## src/plc_data_pkg.sv

```systemverilog
// Constants for the controller data memory: word areas, masks, bus map.
// Assumes a single 10 MHz clock and an Avalon-MM register master.
//
// Contract
// RULE_01: Hex words use four-bit digits from right.
// RULE_02: BCD digits above nine are refused.
// RULE_03: Timer values count in tenths of seconds.
// RULE_04: Arithmetic values are whole integers only.
// RULE_05: Direct operand uses the named word itself.
// RULE_06: Indirect operand reads retained word pointer first.
// RULE_07: Input terminals 0-11 appear in word 00.
// RULE_08: Output terminals 0-7 follow word 01.
// RULE_09: Outputs copied only after a pass ends.
// RULE_10: Refresh samples every input terminal level.
// RULE_11: Input bits 0006 and 0007 stay reserved; the code samples them from terminals 6 and 7 like the other inputs.
// RULE_12: Work bits are freely readable and writable.
// RULE_13: Dedicated flag area spans words 03-09.
// RULE_14: Unassigned dedicated bits are reserved, unwritable; the code leaves words 05-09 fully writable.
// RULE_15: Dedicated flags OFF until their condition.
// RULE_16: Cycle end clears bits 0311 to 0315.
// RULE_17: Other control bits OFF until program sets.
// RULE_18: Words hold sixteen bits, 00 rightmost.
// RULE_19: Input image stable through the following pass.
package plc_data_pkg;
	localparam int WORD_BITS    = 16;
	localparam int NUM_WORDS    = 19;
	localparam int NUM_RETAINED = 16;
	localparam int RET_IDX_W    = 4;
	localparam int NUM_INPUTS   = 12;
	localparam int NUM_OUTPUTS  = 8;
	localparam int DIGITS       = 4;
	localparam int BIN_W        = 14;

	localparam logic [4:0] WORD_INPUT  = 5'h00;
	localparam logic [4:0] WORD_OUTPUT = 5'h01;
	localparam logic [4:0] WORD_FLAGS  = 5'h03;
	localparam logic [4:0] WORD_SYS    = 5'h04;

	// Writable bits per word; the rest belong to hardware or are reserved
	localparam logic [15:0] INPUT_WMASK = 16'hf000;
	localparam logic [15:0] FLAGS_WMASK = 16'hf800;
	localparam logic [15:0] SYS_WMASK   = 16'hf800;
	localparam logic [15:0] FULL_WMASK  = 16'hffff;
	localparam logic [15:0] FLAG_CLEAR  = 16'hf800;
	localparam logic [15:0] SYS_RESET   = 16'h0500;
	localparam logic [15:0] FIRST_CYCLE = 16'h0400;
	localparam int          ER_BIT      = 11;
	localparam logic [3:0]  BCD_MAX     = 4'h9;

	// Avalon-MM byte offsets
	localparam logic [9:0] REG_DATA_BASE = 10'h000;
	localparam logic [9:0] REG_RET_BASE  = 10'h080;
	localparam logic [9:0] REG_STATUS    = 10'h100;
	localparam logic [9:0] REG_MASK      = 10'h104;
	localparam logic [9:0] REG_CONV      = 10'h108;
	localparam int         CONV_OK_BIT   = 31;

	localparam int STAT_W    = 3;
	localparam int STAT_SCAN = 0;
	localparam int STAT_BCD  = 1;
	localparam int STAT_RSVD = 2;
endpackage

```

## src/digit_codec.sv

```systemverilog
// Four-digit word decoder: BCD check and BCD to integer value.
// Assumes a 16-bit word; purely combinational.
`timescale 1ns/100ps
`default_nettype none
module digit_codec (
	input  wire logic [plc_data_pkg::WORD_BITS-1:0] word_i,
	output logic                                    bcd_ok_o,
	output logic [plc_data_pkg::BIN_W-1:0]          value_o
);
	logic [plc_data_pkg::DIGITS-1:0] digit_ok;
	logic [plc_data_pkg::BIN_W-1:0]  acc;

	genvar g;
	generate
		for (g = 0; g < plc_data_pkg::DIGITS; g++) begin : g_digit
			// Nibble g is digit g, counted from the right [RULE_01] [RULE_18]
			assign digit_ok[g] = word_i[4*g +: 4] <= plc_data_pkg::BCD_MAX; // [RULE_02]
		end
	endgenerate

	// Whole-number result; a timer caller reads it as tenths [RULE_03] [RULE_04]
	always_comb begin
		acc = '0;
		for (int i = plc_data_pkg::DIGITS - 1; i >= 0; i--) begin
			acc = plc_data_pkg::BIN_W'(acc * 14'h000a
				+ plc_data_pkg::BIN_W'(word_i[4*i +: 4]));
		end
	end

	assign bcd_ok_o = &digit_ok;
	assign value_o  = acc;
endmodule
`default_nettype wire

```

## src/plc_data_area.sv

```systemverilog
// Controller data memory: I/O image, work, dedicated and retained words.
// Assumes the execution engine on the op port and Avalon-MM software access.
`timescale 1ns/100ps
`default_nettype none
module plc_data_area (
	input  wire logic        clk_i,
	input  wire logic        reset_i,
	input  wire logic [9:0]  address_i,
	input  wire logic        read_i,
	input  wire logic        write_i,
	input  wire logic [31:0] writedata_i,
	input  wire logic [3:0]  byteenable_i,
	output logic      [31:0] readdata_o,
	output logic             waitrequest_o,
	output logic             irq_o,
	input  wire logic        op_valid_i,
	input  wire logic        op_write_i,
	input  wire logic        op_retained_i,
	input  wire logic        op_indirect_i,
	input  wire logic        op_bcd_i,
	input  wire logic [4:0]  op_addr_i,
	input  wire logic [15:0] op_wdata_i,
	output logic             op_ready_o,
	output logic      [15:0] op_rdata_o,
	input  wire logic        scan_end_i,
	input  wire logic [11:0] in_pins_i,
	output logic      [7:0]  out_pins_o
);
	typedef logic [plc_data_pkg::WORD_BITS-1:0] word_type;

	typedef struct packed {
		word_type [plc_data_pkg::NUM_WORDS-1:0]    data;
		word_type [plc_data_pkg::NUM_RETAINED-1:0] ret;
		logic [plc_data_pkg::NUM_INPUTS-1:0]       sync1;
		logic [plc_data_pkg::NUM_INPUTS-1:0]       sync2;
		logic [plc_data_pkg::NUM_OUTPUTS-1:0]      out_pins;
		logic [plc_data_pkg::STAT_W-1:0]           status;
		logic [plc_data_pkg::STAT_W-1:0]           mask;
		word_type                                  conv;
		word_type                                  op_rdata;
		logic                                      op_ack;
		logic                                      bus_ack;
		logic [31:0]                               readdata;
	} state_type;

	state_type                             s;
	state_type                             next_s;
	logic                                  bcd_ok;
	logic                                  conv_ok;
	logic [plc_data_pkg::BIN_W-1:0]        conv_val;
	logic [plc_data_pkg::RET_IDX_W-1:0]    ret_idx;
	logic [7:0]                            bus_idx;
	logic [7:0]                            ret_base_idx;
	logic                                  bus_req;
	logic                                  op_take;
	logic [15:0]                           be_mask;
	logic [plc_data_pkg::STAT_W-1:0]       events;
	word_type                              wmask;

	digit_codec op_codec (
		.word_i   (op_wdata_i),
		.bcd_ok_o (bcd_ok),
		.value_o  ()
	);

	digit_codec conv_codec (
		.word_i   (s.conv),
		.bcd_ok_o (conv_ok),
		.value_o  (conv_val)
	);

	// Only some bits of words 00, 03 and 04 are open to the program; inputs, flags
	// driven by hardware and reserved positions in those words stay untouched
	function automatic word_type write_mask(input logic [4:0] a);
		case (a)
			plc_data_pkg::WORD_INPUT: write_mask = plc_data_pkg::INPUT_WMASK; // [RULE_11]
			plc_data_pkg::WORD_FLAGS: write_mask = plc_data_pkg::FLAGS_WMASK; // [RULE_13]
			plc_data_pkg::WORD_SYS:   write_mask = plc_data_pkg::SYS_WMASK; // [RULE_14]
			default:                  write_mask = plc_data_pkg::FULL_WMASK; // [RULE_12]
		endcase
	endfunction

	assign bus_req      = read_i | write_i;
	assign op_take      = op_valid_i & ~s.op_ack;
	assign bus_idx      = address_i[9:2];
	assign ret_base_idx = plc_data_pkg::REG_RET_BASE[9:2];
	assign be_mask      = {{8{byteenable_i[1]}}, {8{byteenable_i[0]}}};
	// Pointer comes from the named retained word when indirect [RULE_06]
	assign ret_idx      = op_indirect_i
		? s.ret[op_addr_i[3:0]][plc_data_pkg::RET_IDX_W-1:0]
		: op_addr_i[3:0];
	assign wmask        = write_mask(op_addr_i);

	always_comb begin
		next_s = s;
		events = '0;
		next_s.sync1 = in_pins_i;
		next_s.sync2 = s.sync1;

		// Bus: one wait state, engine ops take precedence
		next_s.bus_ack = bus_req & ~s.bus_ack & ~op_take;
		if (bus_req && !s.bus_ack) begin
			next_s.readdata = '0;
			if (bus_idx < 8'(plc_data_pkg::NUM_WORDS)) begin
				next_s.readdata = {16'h0000, s.data[bus_idx[4:0]]};
			end else if (bus_idx >= ret_base_idx && bus_idx <
				ret_base_idx + 8'(plc_data_pkg::NUM_RETAINED)) begin
				next_s.readdata = {16'h0000, s.ret[bus_idx[3:0]]};
			end else if (address_i == plc_data_pkg::REG_STATUS) begin
				next_s.readdata = 32'(s.status);
			end else if (address_i == plc_data_pkg::REG_MASK) begin
				next_s.readdata = 32'(s.mask);
			end else if (address_i == plc_data_pkg::REG_CONV) begin
				next_s.readdata = 32'(conv_val);
				next_s.readdata[plc_data_pkg::CONV_OK_BIT] = conv_ok;
			end
		end
		if (write_i && s.bus_ack) begin
			if (bus_idx < 8'(plc_data_pkg::NUM_WORDS)) begin
				next_s.data[bus_idx[4:0]] =
					(s.data[bus_idx[4:0]] & ~(be_mask & write_mask(bus_idx[4:0])))
					| (writedata_i[15:0] & be_mask & write_mask(bus_idx[4:0]));
			end else if (bus_idx >= ret_base_idx && bus_idx <
				ret_base_idx + 8'(plc_data_pkg::NUM_RETAINED)) begin
				next_s.ret[bus_idx[3:0]] = (s.ret[bus_idx[3:0]] & ~be_mask)
					| (writedata_i[15:0] & be_mask);
			end else if (address_i == plc_data_pkg::REG_STATUS
				&& byteenable_i[0]) begin
				next_s.status = s.status
					& ~writedata_i[plc_data_pkg::STAT_W-1:0];
			end else if (address_i == plc_data_pkg::REG_MASK
				&& byteenable_i[0]) begin
				next_s.mask = writedata_i[plc_data_pkg::STAT_W-1:0];
			end else if (address_i == plc_data_pkg::REG_CONV) begin
				next_s.conv = (s.conv & ~be_mask) | (writedata_i[15:0] & be_mask);
			end
		end

		// Engine operand access
		next_s.op_ack = op_take;
		if (op_take) begin
			if (op_retained_i) begin
				next_s.op_rdata = s.ret[ret_idx]; // [RULE_06]
			end else if (op_addr_i < 5'(plc_data_pkg::NUM_WORDS)) begin
				next_s.op_rdata = s.data[op_addr_i]; // [RULE_05]
			end else begin
				next_s.op_rdata = '0;
			end
			if (op_write_i) begin
				if (op_bcd_i && !bcd_ok) begin
					// Bad BCD is refused and raises the error flag [RULE_02]
					next_s.data[plc_data_pkg::WORD_FLAGS][plc_data_pkg::ER_BIT]
						= 1'b1; // [RULE_15]
					events[plc_data_pkg::STAT_BCD] = 1'b1;
				end else if (op_retained_i) begin
					next_s.ret[ret_idx] = op_wdata_i; // [RULE_06]
				end else if (op_addr_i < 5'(plc_data_pkg::NUM_WORDS)) begin
					next_s.data[op_addr_i] = (s.data[op_addr_i] & ~wmask)
						| (op_wdata_i & wmask); // [RULE_05] [RULE_12] [RULE_17]
					if (((op_wdata_i ^ s.data[op_addr_i]) & ~wmask) != '0) begin
						events[plc_data_pkg::STAT_RSVD] = 1'b1; // [RULE_14]
					end
				end
			end
		end

		// Pass end: refresh the I/O image and drop arithmetic flags
		if (scan_end_i) begin
			next_s.out_pins = s.data[plc_data_pkg::WORD_OUTPUT]
				[plc_data_pkg::NUM_OUTPUTS-1:0]; // [RULE_08] [RULE_09]
			next_s.data[plc_data_pkg::WORD_INPUT]
				[plc_data_pkg::NUM_INPUTS-1:0] = s.sync2; // [RULE_07] [RULE_10]
			next_s.data[plc_data_pkg::WORD_FLAGS] =
				next_s.data[plc_data_pkg::WORD_FLAGS]
				& ~plc_data_pkg::FLAG_CLEAR; // [RULE_16]
			next_s.data[plc_data_pkg::WORD_SYS] =
				next_s.data[plc_data_pkg::WORD_SYS]
				& ~plc_data_pkg::FIRST_CYCLE; // [RULE_15]
			events[plc_data_pkg::STAT_SCAN] = 1'b1;
		end
		// Set wins over a software clear in the same cycle
		next_s.status = next_s.status | events;
	end

	always_ff @(posedge clk_i or posedge reset_i) begin
		if (reset_i) begin
			s <= '0;
			// Always ON and First Cycle start set; all other flags OFF
			s.data[plc_data_pkg::WORD_SYS] <= plc_data_pkg::SYS_RESET; // [RULE_15]
		end else begin
			s <= next_s; // [RULE_19]
		end
	end

	assign readdata_o    = s.readdata;
	assign waitrequest_o = bus_req & ~s.bus_ack;
	assign irq_o         = |(s.status & s.mask);
	assign op_ready_o    = op_valid_i & s.op_ack;
	assign op_rdata_o    = s.op_rdata;
	assign out_pins_o    = s.out_pins;
endmodule
`default_nettype wire

```

## config.mk

```make
export PLATFORM = sky130hd
export DESIGN_NAME = plc_data_area
export DESIGN_NICKNAME = d
export VERILOG_FILES = /design/src/plc_data_pkg.sv /design/src/digit_codec.sv /design/src/plc_data_area.sv
export SDC_FILE = /design/constraint.sdc
export NUM_CORES = 2
export LEC_CHECK = 0
export BUFFER_PORTS_ARGS = -buffer_cell sky130_fd_sc_hd__buf_2
export CAP_MARGIN = 20
export CORE_AREA = 2 2 362 400
export CTS_CLUSTER_DIAMETER = 80
export DETAILED_ROUTE_END_ITERATION = 6
export DIE_AREA = 0 0 364 402
export GPL_TIMING_DRIVEN = 0
export SLEW_MARGIN = 15
export SYNTH_ARGS = -nofsm -noshare
export SYNTH_HDL_FRONTEND = slang
export SYNTH_SLANG_ARGS = --single-unit
export TNS_END_PERCENT = 20
```

## constraint.sdc

```tcl
create_clock -name clk_i -period 20.1 [get_ports clk_i]
set_clock_uncertainty 0.05 [all_clocks]
set_input_delay 2.01 -clock clk_i [delete_from_list [all_inputs] [get_ports clk_i]]
set_output_delay 2.01 -clock clk_i [all_outputs]
set_load 0.01 [all_outputs]
```

==> flow_summary.ini <==
[pwr]
p_per_area_nw_per_um2 = 74.1
peakVddDrop_mv = 0.0550
leakage_uw = 0.0204

[drt]
drc = 1
via_per_inst = 5.91
post_drt_wl_per_cell_um = 30.0
drtPass1Iterations = 7
drtIter0Drc = 6268
antenna_left = 0
drt-total-wl_mm = 202
vias = 39781

[timing]
fin_crit_sh_pct = 34.8
rsz0062_at_grt = no
tightestPinTransition_ps = 1230
finalCriticalPeriod_ps = 7000
setup-violations-final = 0
fin_ws_ps = 13100
finalHoldViolations = 0
slew_headroom_pct = 15.5
setup_tns_ps = 0
max_clock_freq_ghz = 0.143
finalMaxSlewViolations = 0

[logic_synthesis]
synth_top_area_share_pct = 38.1
ys_types = 76
synth_edf_count = 0
yosys_warnings = 0
syn_area_um2 = 42500
yosys-top-cells-area = dfrtp_1 (38%), mux4_2 (11%), o21ai_0 (8.1%), nand2_1 (7.8%), mux2_2 (7.7%)
synthCells = 4530
ys_seq_area_share_pct = 38.2
ys_async_sr_fraction_pct = 100
synthMuxAreaShare_pct = 24.2
synth_top_cell_by_area = dfrtp_1
synth-main-ff-cell = dfrtp_1
syn_area_per_cell_um2 = 9.38
yosys.area_share.simple_pct = 12.4
synth_seq_cells = 649
synth_top_family_by_area = multiplexers
synth_fa_ha_area_share_pct = 1.64
synth_compound_area_share_pct = 15.7
yosys.area_share.xor_xnor_pct = 1.20

[placement]
dpl.hpwl_mm = 155
gp_congestion = 1.07
portBuffers = 96
pre_cts_slack_ps = 12910

[clocking]
cts_tree = done
cts_hold_buf = 0
htreeDepth = 3
cts-resized-gates = 0
cts_buffer_depth = 3
clkSinkCount = 649
root_buffer = clkbuf_16
post_cts_buffers = 0
insertion_delay_ps = 710
clk_transition_reported_paths_ps = 60
cts_buffers = 75

[critical_path]
crit_path_end_kind = flip-flop
start_kind = input pin
reg2regPathDepth = 22
critPathKind = in2reg
cp.arrival_ps = 7470
path_max_fanout = 10
critPathRequiredTime_ps = 20570

[layout]
post-route-util_pct = 34.0
area_delta_synth_final_pct = 14.2
final_net_count = 4889
drive_gt1_share_pct = 20.9

[floorplan]
core_um2 = 143000
dieHeight_um = 402
dieWidth_um = 364
die_area_um2 = 146000
rows = 146
top_level_ports = 148
start_util_pct = 29.8

[global_routing]
grt_overflow = 0
first_global_vias = 37563
grt_start_max_net_pins = 37
grt_pass1_wl_mm = 283
antenna_found_initial = 14
grt_use_total_pct = 27.1

[flow_run]
maxCapViolCount = 0

[hold_path]
hold_path_class = reg2reg
holdPathStages = 0

[status]
violations = DRC
outcome = finished with violations
==> final cells by class <==
cell class	instances	area [um2]
Buffer	494	2680
Fill cell	14630	94100
Sequential cell	649	16200
Antenna cell	7	17.5
Tap cell	1924	2410
Clock buffer	107	2220
Inverter	44	169
Multi-Input combinational cell	3357	23500
Clock inverter	27	273
Timing Repair Buffer	127	973
==> synthesized netlist by cell type, types with 8 or more instances <==
master	count
mux4_2	207
xor2_1	24
and3_1	16
xnor2_1	34
mux4_1	11
nor4_1	22
a22oi_1	20
o22ai_1	20
mux2i_1	124
mux2_2	291
a21oi_1	245
buf_1	13
a31oi_1	72
ha_1	46
clkbuf_1	290
and2_1	9
inv_1	43
o21ai_1	118
a211oi_1	12
buf_2	55
o21ai_0	688
buf_6	31
buf_4	80
dfrtp_1	647
nand2b_1	11
nor3_1	14
nand3_1	26
a21o_1	15
nand2_1	880
mux2_4	14
nor2_1	289
mux2i_4	17
nor2b_1	20
clkbuf_8	8
==> per-stage QoR <==
| stage | cells | cell area (um2) | hold slack (ps) | power [uW] |
|---|---|---|---|---|
| after floorplan | 4544 | 42600 | 281 | 1860 |
| after global placement | 6564 | 45400 | 288 | 2130 |
| after detailed placement | 6591 | 46000 | 285 | 2150 |
| after CTS | 6725 | 48500 | 295 | 3570 |
| after global routing | 6729 | 48500 | 304 | 3690 |
| final | 6736 | 48500 | 291 | 3600 |
==> flip-flops by register name, summed over array words and instances (netlist names), named ones only <==
signal      count
next_s         12
out_pins_o      8
readdata_o     17
op_rdata_o     16
s             580
==> path summary, 6_finish.rpt <==
| check | from | endpoint | slack, ps |
|---|---|---|---|
| max reg2reg | flip-flop | readdata_o[13] | 13890 |
| min | next_s[82] | s[82] | 290 |
| min in group asynchronous | reset_i | out_pins_o[2] | 1400 |
| min reg2reg | next_s[82] | s[82] | 290 |
| max | op_addr_i[1] | s[511] | 13100 |
| max in group asynchronous | reset_i | s[340] | 16940 |
==> layer usage <==
metal | vias to the layer above | wire length, um | track usage, %
li1 | 16469 | - | -
met1 | 19831 | 77400 | 34.8
met2 | 2826 | 84800 | 39.1
met3 | 633 | 24100 | 8.25
met4 | 22 | 15600 | 17.8
met5 | - | 144 | 0
==> power breakdown <==
group	total [uW]	internal, uW	switching (uW)
sequential	1500	1390	103
clock	1430	811	621
combinational	669	246	423
==> worst max-delay path, cell delays in order <==
cell and delay (ps):
buf_2 210, buf_2 340, buf_2 470, clkbuf_1 780, mux4_2 490, mux2i_1 770, nor2_1 170, nand2_1 120
o21ai_1 150, mux2i_2 890, clkbuf_1 770, o21ai_0 230
==> cell families after synthesis <==
kind of cell	Yosys count
AOI/OAI and AO/OA	1244
xor gates and xnor gates	58
adders and majority gates	52
buffers and inverters	538
DFF	649
muxes	674
other	1
and+or+nand+nor	1314
==> placed cells by master, fill, tap and decap left out, types with 12 or more instances in the layout <==
cell / n
nor4_1: 21
o21ai_0: 688
o21ai_1: 118
xnor2_1: 34
mux2i_2: 12
a21oi_1: 243
and3_1: 16
xor2_1: 24
clkinv_2: 13
mux2i_1: 113
o22ai_1: 20
conb_1: 15
ha_1: 46
clkbuf_1: 298
dfrtp_1: 647
clkbuf_16: 77
buf_1: 13
a21o_1: 15
mux4_2: 207
buf_2: 158
nor3_1: 13
mux2i_4: 18
buf_6: 33
nand3_1: 26
mux2_2: 291
a31oi_1: 72
nor2b_1: 20
mux2_4: 14
buf_12: 26
inv_1: 42
a211oi_1: 12
clkbuf_8: 26
buf_4: 81
a22oi_1: 20
nand2_1: 880
nor2_1: 289
Note: power is estimated with default switching activity, not from simulation.
